===== config.mk =====
export PLATFORM = sky130hd
export DESIGN_NAME = dbm_top
export DESIGN_NICKNAME = d
export VERILOG_FILES = /design/src/hw/dbm_pkg.sv /design/src/hw/dbm_top.sv
export SDC_FILE = /design/constraint.sdc
export NUM_CORES = 1
export LEC_CHECK = 0
export BUFFER_PORTS_ARGS = -buffer_cell sky130_fd_sc_hd__buf_2
export CAP_MARGIN = 20
export CORE_MARGIN = 8
export CORE_UTILIZATION = 40
export CTS_BUF_LIST = sky130_fd_sc_hd__clkbuf_4
export DETAILED_ROUTE_END_ITERATION = 12
export GPL_TIMING_DRIVEN = 0
export HOLD_SLACK_MARGIN = 0.06
export PLACE_DENSITY = 0.66
export SYNTH_ARGS = -nofsm -noshare
export SYNTH_HDL_FRONTEND = slang
export SYNTH_SLANG_ARGS = --single-unit

===== constraint.sdc =====
create_clock -name sys_clk_in -period 1.7 [get_ports sys_clk_in]
set_input_delay 0.51 -clock sys_clk_in [delete_from_list [all_inputs] [get_ports sys_clk_in]]
set_output_delay 0.51 -clock sys_clk_in [all_outputs]
set_load 0.05 [all_outputs]

===== src/hw/dbm_pkg.sv =====
// Package for the DMA bus-master signalling block
// Overview of operation
// - Middle address outputs drive four bits only during service, else released.
// - Raise hold request on unmasked channel request or software request.
// - Wait for hold grant before taking the busses.
// - Hold request looped to grant costs exactly three clocks in the hold wait state.
// - One acknowledge per channel; polarity programmable, active low after reset.
// - Upper address enable high throughout DMA transfers.
// - Upper address strobe at the start of each service and when upper byte changes; else skip update.
// - Upper address strobe changes on the falling clock edge.
// - Memory read strobe, active low, for read and memory-to-memory transfers.
// - Memory write strobe, active low, for write and memory-to-memory.
// - Sample channel requests on every falling edge, in every state; act on them only while idle.
`default_nettype none
package dbm_pkg;
  localparam int DBM_CHANNELS = 4;
  localparam int DBM_MID_ADDR_W = 4;
  localparam int DBM_UPPER_W = 8;
  localparam logic DBM_ACK_ACTIVE_HIGH_RST = 1'b0;

  // Transfer types
  typedef enum logic [1:0] {
    DBM_XFER_VERIFY = 2'h0,
    DBM_XFER_WRITE = 2'h1,
    DBM_XFER_READ = 2'h2,
    DBM_XFER_MEM2MEM = 2'h3
  } dbm_xfer_t;

  // Gray-coded states along the usual path
  typedef enum logic [2:0] {
    DBM_ST_IDLE = 3'h0,
    DBM_ST_HOLD_WAIT = 3'h1,
    DBM_ST_ADDR_UPDATE = 3'h3,
    DBM_ST_READ = 3'h2,
    DBM_ST_WRITE = 3'h6,
    DBM_ST_DONE = 3'h7
  } dbm_state_t;

  // Service request from internal control
  typedef struct packed {
    logic [DBM_CHANNELS-1:0] mask;
    logic [DBM_CHANNELS-1:0] soft_req;
    dbm_xfer_t xfer;
    logic ack_high;
  } dbm_ctrl_t;

  // Address presented for the current cycle
  typedef struct packed {
    logic [DBM_UPPER_W-1:0] upper;
    logic [DBM_MID_ADDR_W-1:0] middle;
  } dbm_addr_t;
endpackage : dbm_pkg
`default_nettype wire


===== src/hw/dbm_top.sv =====
// Bus-master output signalling of a four-channel DMA controller
`default_nettype none
module dbm_top #(
  parameter int CHANNELS = dbm_pkg::DBM_CHANNELS
) (
  input wire logic sys_clk_in, // 40 MHz clock
  input wire logic arst_n_in, // Async reset, active low
  input wire logic [CHANNELS-1:0] channel_request_in, // Pins, async
  input wire logic bus_hold_grant_in, // Grant from host, async
  input wire dbm_pkg::dbm_ctrl_t ctrl_in, // Internal control, same clock
  input wire dbm_pkg::dbm_addr_t addr_in, // Address of this cycle
  input wire logic service_end_in, // Internal end of service
  output logic bus_hold_request_out, // Hold request
  output logic [CHANNELS-1:0] channel_acknowledge_out, // Per channel
  output logic upper_address_enable_out, // Active high
  output logic upper_address_strobe_out, // Active high, falling-edge
  output logic [dbm_pkg::DBM_MID_ADDR_W-1:0] middle_address_out, // Addr
  output logic middle_address_oe_out, // High while driving
  output logic memory_read_strobe_n_out, // Active low
  output logic memory_write_strobe_n_out, // Active low
  output logic mem_strobe_oe_out // High while driving strobes
);
  // ==========================================================
  // Input synchronisers
  logic [CHANNELS-1:0] req_s1_r, req_s2_r;
  logic grant_s1_r, grant_s2_r;
  logic [CHANNELS-1:0] req_fall_r;

  always_ff @(negedge sys_clk_in or negedge arst_n_in) begin
    if (!arst_n_in) begin
      req_s1_r <= '0;
      req_s2_r <= '0;
    end else begin
      req_s1_r <= channel_request_in;
      req_s2_r <= req_s1_r;
    end
  end

  always_ff @(posedge sys_clk_in or negedge arst_n_in) begin
    if (!arst_n_in) begin
      grant_s1_r <= 1'b0;
      grant_s2_r <= 1'b0;
      req_fall_r <= '0;
    end else begin
      grant_s1_r <= bus_hold_grant_in;
      grant_s2_r <= grant_s1_r;
      req_fall_r <= req_s2_r;
    end
  end

  // ==========================================================
  // Request decode
  function automatic logic [CHANNELS-1:0] first_one(
    input logic [CHANNELS-1:0] v);
    logic [CHANNELS-1:0] r;
    r = '0;
    for (int i = CHANNELS - 1; i >= 0; i--) begin
      if (v[i]) begin
        r = '0;
        r[i] = 1'b1;
      end
    end
    return r;
  endfunction

  wire logic [CHANNELS-1:0] pending =
    (req_fall_r & ~ctrl_in.mask[CHANNELS-1:0]) |
    ctrl_in.soft_req[CHANNELS-1:0];
  wire logic any_pending = |pending;
  wire logic [CHANNELS-1:0] pick = first_one(pending);

  // ==========================================================
  // State machine
  dbm_pkg::dbm_state_t state_r, state_nxt;
  logic [CHANNELS-1:0] chan_r, chan_nxt;
  logic [dbm_pkg::DBM_UPPER_W-1:0] last_upper_r;
  logic upper_valid_r;
  logic strobe_req_r;
  logic ack_high_r;

  wire logic upper_changed =
    !upper_valid_r || (addr_in.upper != last_upper_r);
  wire logic is_m2m = (ctrl_in.xfer == dbm_pkg::DBM_XFER_MEM2MEM);
  wire logic do_read = is_m2m || (ctrl_in.xfer == dbm_pkg::DBM_XFER_READ);
  wire logic do_write = is_m2m || (ctrl_in.xfer == dbm_pkg::DBM_XFER_WRITE);
  wire logic in_service = (state_r != dbm_pkg::DBM_ST_IDLE) &&
    (state_r != dbm_pkg::DBM_ST_HOLD_WAIT);

  always_comb begin
    state_nxt = state_r;
    chan_nxt = chan_r;
    unique case (state_r)
      dbm_pkg::DBM_ST_IDLE: begin
        if (any_pending) begin
          state_nxt = dbm_pkg::DBM_ST_HOLD_WAIT;
          chan_nxt = pick;
        end
      end
      dbm_pkg::DBM_ST_HOLD_WAIT: begin
        if (grant_s2_r) begin
          state_nxt = upper_changed ? dbm_pkg::DBM_ST_ADDR_UPDATE :
            dbm_pkg::DBM_ST_READ;
        end
      end
      dbm_pkg::DBM_ST_ADDR_UPDATE: state_nxt = dbm_pkg::DBM_ST_READ;
      dbm_pkg::DBM_ST_READ: state_nxt = dbm_pkg::DBM_ST_WRITE;
      dbm_pkg::DBM_ST_WRITE: begin
        if (service_end_in || !grant_s2_r) begin
          state_nxt = dbm_pkg::DBM_ST_DONE;
        end else if (upper_changed) begin
          state_nxt = dbm_pkg::DBM_ST_ADDR_UPDATE;
        end else begin
          state_nxt = dbm_pkg::DBM_ST_READ;
        end
      end
      dbm_pkg::DBM_ST_DONE: begin
        state_nxt = dbm_pkg::DBM_ST_IDLE;
        chan_nxt = '0;
      end
      default: begin
        state_nxt = dbm_pkg::DBM_ST_IDLE;
        chan_nxt = '0;
      end
    endcase
  end

  always_ff @(posedge sys_clk_in or negedge arst_n_in) begin
    if (!arst_n_in) begin
      state_r <= dbm_pkg::DBM_ST_IDLE;
      chan_r <= '0;
    end else begin
      state_r <= state_nxt;
      chan_r <= chan_nxt;
    end
  end

  // ==========================================================
  // Upper address tracking and strobe
  always_ff @(posedge sys_clk_in or negedge arst_n_in) begin
    if (!arst_n_in) begin
      last_upper_r <= '0;
      upper_valid_r <= 1'b0;
    end else if (state_r == dbm_pkg::DBM_ST_ADDR_UPDATE) begin
      last_upper_r <= addr_in.upper;
      upper_valid_r <= 1'b1;
    end else if (state_r == dbm_pkg::DBM_ST_IDLE) begin
      upper_valid_r <= 1'b0;
    end
  end

  always_ff @(posedge sys_clk_in or negedge arst_n_in) begin
    if (!arst_n_in) begin
      strobe_req_r <= 1'b0;
    end else begin
      strobe_req_r <= (state_nxt == dbm_pkg::DBM_ST_ADDR_UPDATE);
    end
  end

  always_ff @(negedge sys_clk_in or negedge arst_n_in) begin
    if (!arst_n_in) begin
      upper_address_strobe_out <= 1'b0;
    end else begin
      upper_address_strobe_out <= strobe_req_r;
    end
  end

  // ==========================================================
  // Acknowledge polarity, taken from control while idle, held during service
  always_ff @(posedge sys_clk_in or negedge arst_n_in) begin
    if (!arst_n_in) begin
      ack_high_r <= dbm_pkg::DBM_ACK_ACTIVE_HIGH_RST;
    end else if (state_r == dbm_pkg::DBM_ST_IDLE) begin
      ack_high_r <= ctrl_in.ack_high;
    end
  end

  // ==========================================================
  // Output registers
  wire logic hold_nxt = (state_nxt != dbm_pkg::DBM_ST_IDLE) &&
    (state_nxt != dbm_pkg::DBM_ST_DONE);
  wire logic svc_nxt = (state_nxt == dbm_pkg::DBM_ST_ADDR_UPDATE) ||
    (state_nxt == dbm_pkg::DBM_ST_READ) ||
    (state_nxt == dbm_pkg::DBM_ST_WRITE);
  wire logic [CHANNELS-1:0] ack_act = svc_nxt ? chan_nxt : '0;
  wire logic ack_pol_nxt = (state_r == dbm_pkg::DBM_ST_IDLE) ?
    ctrl_in.ack_high : ack_high_r;

  always_ff @(posedge sys_clk_in or negedge arst_n_in) begin
    if (!arst_n_in) begin
      bus_hold_request_out <= 1'b0;
      channel_acknowledge_out <= '1;
      upper_address_enable_out <= 1'b0;
      middle_address_out <= '0;
      middle_address_oe_out <= 1'b0;
      memory_read_strobe_n_out <= 1'b1;
      memory_write_strobe_n_out <= 1'b1;
      mem_strobe_oe_out <= 1'b0;
    end else begin
      bus_hold_request_out <= hold_nxt;
      channel_acknowledge_out <= ack_pol_nxt ? ack_act : ~ack_act;
      upper_address_enable_out <= svc_nxt;
      middle_address_out <= svc_nxt ? addr_in.middle : '0;
      middle_address_oe_out <= svc_nxt;
      memory_read_strobe_n_out <=
        !((state_nxt == dbm_pkg::DBM_ST_READ) && do_read);
      memory_write_strobe_n_out <=
        !((state_nxt == dbm_pkg::DBM_ST_WRITE) && do_write);
      mem_strobe_oe_out <= svc_nxt;
    end
  end

  wire logic unused_ok = in_service;
endmodule : dbm_top
`default_nettype wire


== Yosys cells after proc, flatten, opt, wreduce, memory -nomap -nowiden ==
Index checks and enable logic that the tools add are counted.

* Bits in registers: 45
* ROM bits: 0
* Input port bits: 31
* Output and inout port bits: 15
* Latch bits: 0
* Logic and storage cells: 69
* Memories kept: 0
* RAM bits: 0

* Shift-type cells: 0
* Bitwise gates (word level): 4
* Magnitude comparators: 0
* $add $sub $neg: 0
* Reductions and logical operators: 18
* Divide/modulo/power cells: 0
* $mul: 0
* Equality and inequality tests: 12
* Mux-type cells: 17

{| class="wikitable"
|+ Operator list
! kind !! count
|-
| 4-bit two-way mux || 8
|-
| 3-bit case mux with 5 select lines || 1
|-
| 3-bit by 2-bit == test with 1-bit output, second input constant || 4
|-
| 3-bit two-way mux || 3
|-
| 8-bit != test || 1
|-
| 4-bit inverter || 2
|-
| 4-bit case mux with 2 select lines || 1
|-
| 4-bit OR reduction || 2
|-
| 3-bit == test, second input constant || 2
|-
| 1-bit logical OR || 6
|-
| 4-bit bitwise AND || 1
|-
| 2-bit == test, second input constant || 2
|-
| 1-bit zero test || 4
|-
| 1-bit two-way mux || 4
|-
| 4-bit OR || 1
|-
| 3-bit by 1-bit == test with 1-bit output, second input constant || 1
|-
| 1-bit logical AND || 3
|-
| 3-bit zero test || 1
|-
| 3-bit != test, second input constant || 1
|-
| 3-bit nonzero test || 1
|-
| 2-bit by 1-bit == test with 1-bit output, second input constant || 1
|-
| 2-bit nonzero test || 1
|}

== Longest topological paths before layout ==
* Word-level depth: 12
* Mapped depth: 6
* Depth with buffers taken out: 6

==> results.toml <==
[run_status]
status = "finished, violations left"
violations = "negative setup slack"

[clock_tree]
worstSkewPairLatency_ns = 0.34
clk_pin_slew_ns = 0.13
cts_tree = "done"
numCtsBuffers = 5
clockBufferDepth = 2
h-tree-depth = 2
clock-sinks = 45
root_buffer = "clkbuf_4"
ctsHoldBuffers = 0

[sta]
clock_skew_ns = 0.0140
setup_viol = 1
timing.final.ws_setup_ns = -0.555
hold_viol_final = 0
rsz0062_at_grt = "true"
slew-limit-headroom_pct = 64.2
worst_pin_slew_ns = 0.537
report.final.slew_viol_count = 0

[routing]
ant_nets = 0
routed_via_density = 4.91
drt_wl_total_mm = 3.39
drt_first_iter_violations = 52
vias = 1214
first_pass_iters = 4
wl_per_cell_um = 13.7
drc = 0

[setup_path]
worstPathRequired_ns = 1.19
critPathCaptureType = "output pin"
crit_cells = 1
path_cells = "buf_6"
crit_buf_inv = 1
cp.arrival_ns = 1.74
reg2reg_depth = 6
crit_slowest_cell = "dfrtn_1"
cp_max_fo = 1
critical_path_class = "flop to output pin"
cpPeakStageDelay_ns = 0.41
cp-start-kind = "flop"
critPathTopFamily = "flip-flops"

[hold_path]
hold_path.class = "input pin to asynchronous set/reset pin"

[pwr]
sw_frac_of_total_pct = 43.3
seqPwrFrac_pct = 40.2
intPower_w = 0.00234
power_switching_w = 0.00178
power_frac_comb_pct = 48.0
p_leak_nw = 1.01
p_per_area_nw_per_um2 = 1880
p_clk_share_pct = 11.9
ir_drop_uv = 775

[synth]
synth_area_per_cell_um2 = 12.7
synth.net_count = 172
syn-cell-area_um2 = 1790
synthTopCellsByArea = "dfrtp_1, dfrtn_1, dfstp_2"
synthCells = 141
ys.warnings.count = 0
synth_seq_cells = 45
yosysTopAreaCellShare_pct = 41.9
synth.distinct_cells = 38
async_flop_share_pct = 100
synth_edf_count = 0
yosysTopAreaCell = "dfrtp_1"
ys_seq_area_share_pct = 63.3
synth_top_flop_cell = "dfrtp_1"

[placement]
dpl.hpwl_mm = 2.56
gp_congestion = 0.889
pre_cts_slack_ns = -0.425
numPortBuffers = 45

[layout]
antennaDiodeCount = 0
synthToLayoutAreaGrowth_pct = 22.4
fill_cells = 405
multi_input_area_um2 = 633
register_area_um2 = 1130
drive_gt1_share_pct = 42.1
final_nets = 225
utilization_pct = 50.7

[die]
boundaryPins = 46
die_area_um2 = 6870
die_width_um = 82.9
core.rowCount = 24
die_h_um = 82.9
start_util_pct = 41.4
core_um2 = 4320

[global_routing]
grt_pass1_wl_mm = 5.99
grtUsageTotal_pct = 10.2
grt_max_degree = 46
antenna_found_initial = 0
grt_pass1_vias = 1367
grt_overflow = 0

[run]
maxCapViolCount = 0
==> layer usage <==
metal / share of wire, % / wire length [µm] / global-route usage (%)
met2: 48 / 1640 / 16.7
met3: 9.2 / 311 / 5.08
met4: 0.59 / 20 / 2.88
met5: 0 / 0 / 0
met1: 42 / 1420 / 11.5
==> final timing paths <==
| check | from | endpoint | slack [ns] |
|---|---|---|---|
| setup / recovery | upper_address_strobe_out | upper_address_strobe_out | -0.55 |
| hold / removal | arst_n_in | chan_r[3] | 0.13 |
| setup reg to reg | state_r[2] | channel_acknowledge_out[3] | 0.06 |
| hold reg to reg | req_s1_r[1] | req_s2_r[1] | 0.30 |
| max in group asynchronous | arst_n_in | upper_address_strobe_out | 0.42 |
| min in group sys_clk_in | bus_hold_grant_in | grant_s1_r | 0.26 |
==> cells in the mapped netlist (2+ instances only) <==
cell	number
a21oi_1	7
dfrtp_1	30
xnor2_1	8
o21ai_0	6
a21o_1	2
xor2_1	4
nand2_1	7
nand4_1	5
a31oi_1	3
mux2_2	8
buf_4	2
inv_1	8
dfstp_2	6
dfrtn_1	9
and2_1	4
nor3_1	2
nor2_1	6
nand3_1	4
==> repair_timing <==
item                                    CTS  global route
pin swaps                                 1             3
resized for setup                         5            10
setup buffers                             1             0
endpoints found under the setup margin   16            15
==> sequential cells by signal, indices dropped and copies added, names as in the netlist, 3 cells and up <==
signal                   count
chan_r                       4
channel_acknowledge_out      4
last_upper_r                 8
middle_address_out           4
req_fall_r                   4
req_s1_r                     4
req_s2_r                     4
state_r                      3
==> area by class of cell <==
type	count	share of cell area (%)
Buffer	4	1.43
Clock buffer	5	1.71
Clock inverter	3	0.742
Inverter	8	1.37
Multi-Input combinational cell	84	28.9
Sequential cell	45	51.7
Tap cell	52	2.97
Timing Repair Buffer	46	11.1
==> placed cells by master, fill, tap and decap left out, drive strengths merged, types with 2 or more instances in the layout <==
| cell | n |
|---|---|
| mux2 | 8 |
| clkbuf | 7 |
| inv | 9 |
| dfrtp | 30 |
| nand2 | 7 |
| o21ai | 6 |
| xor2 | 4 |
| nand3 | 5 |
| a31oi | 3 |
| clkinv | 2 |
| xnor2 | 8 |
| nor3 | 3 |
| nor4 | 2 |
| a21o | 2 |
| buf | 48 |
| dfstp | 6 |
| and2 | 4 |
| dfrtn | 9 |
| nand4 | 5 |
| a21oi | 7 |
| nor2 | 6 |
==> stage by stage <==
step           area (µm²)  TNS, ns  hold WS (ns)  power [W]  instances
2_1_floorplan        1790   -0.311         0.214    0.00315        141
3_3_place_gp         2080    -4.91         0.292    0.00350        238
3_5_place_dp         2080    -5.62         0.295    0.00357        238
4_1_cts              2150   -0.576         0.136    0.00411        247
5_1_grt              2190   -0.656         0.143    0.00441        247
6_report             2190   -0.555         0.128    0.00412        247
==> logic make-up (layout without fill, tap and decap cells) <==
kind of cell / count (synthesis) / count (layout) / synth area share (%)
flops: 45 / 45 / 63.3
simple gates: 38 / 38 / 13.2
compound gates: 25 / 25 / 9.01
xor+xnor: 12 / 12 / 5.87
buf+inv: 12 / 66 / 3.00
mux: 9 / 9 / 5.59
==> power groups by stage <==
stage	clock, W	sequential, W	combinational (W)
after floorplan	0	0.00214	0.00101
after global placement	0	0.00165	0.00185
after detailed placement	0	0.00168	0.00190
after CTS	0.000520	0.00165	0.00194
after global routing	0.000563	0.00170	0.00215
final	0.000489	0.00166	0.00198
(Power assumes the default switching activity.)
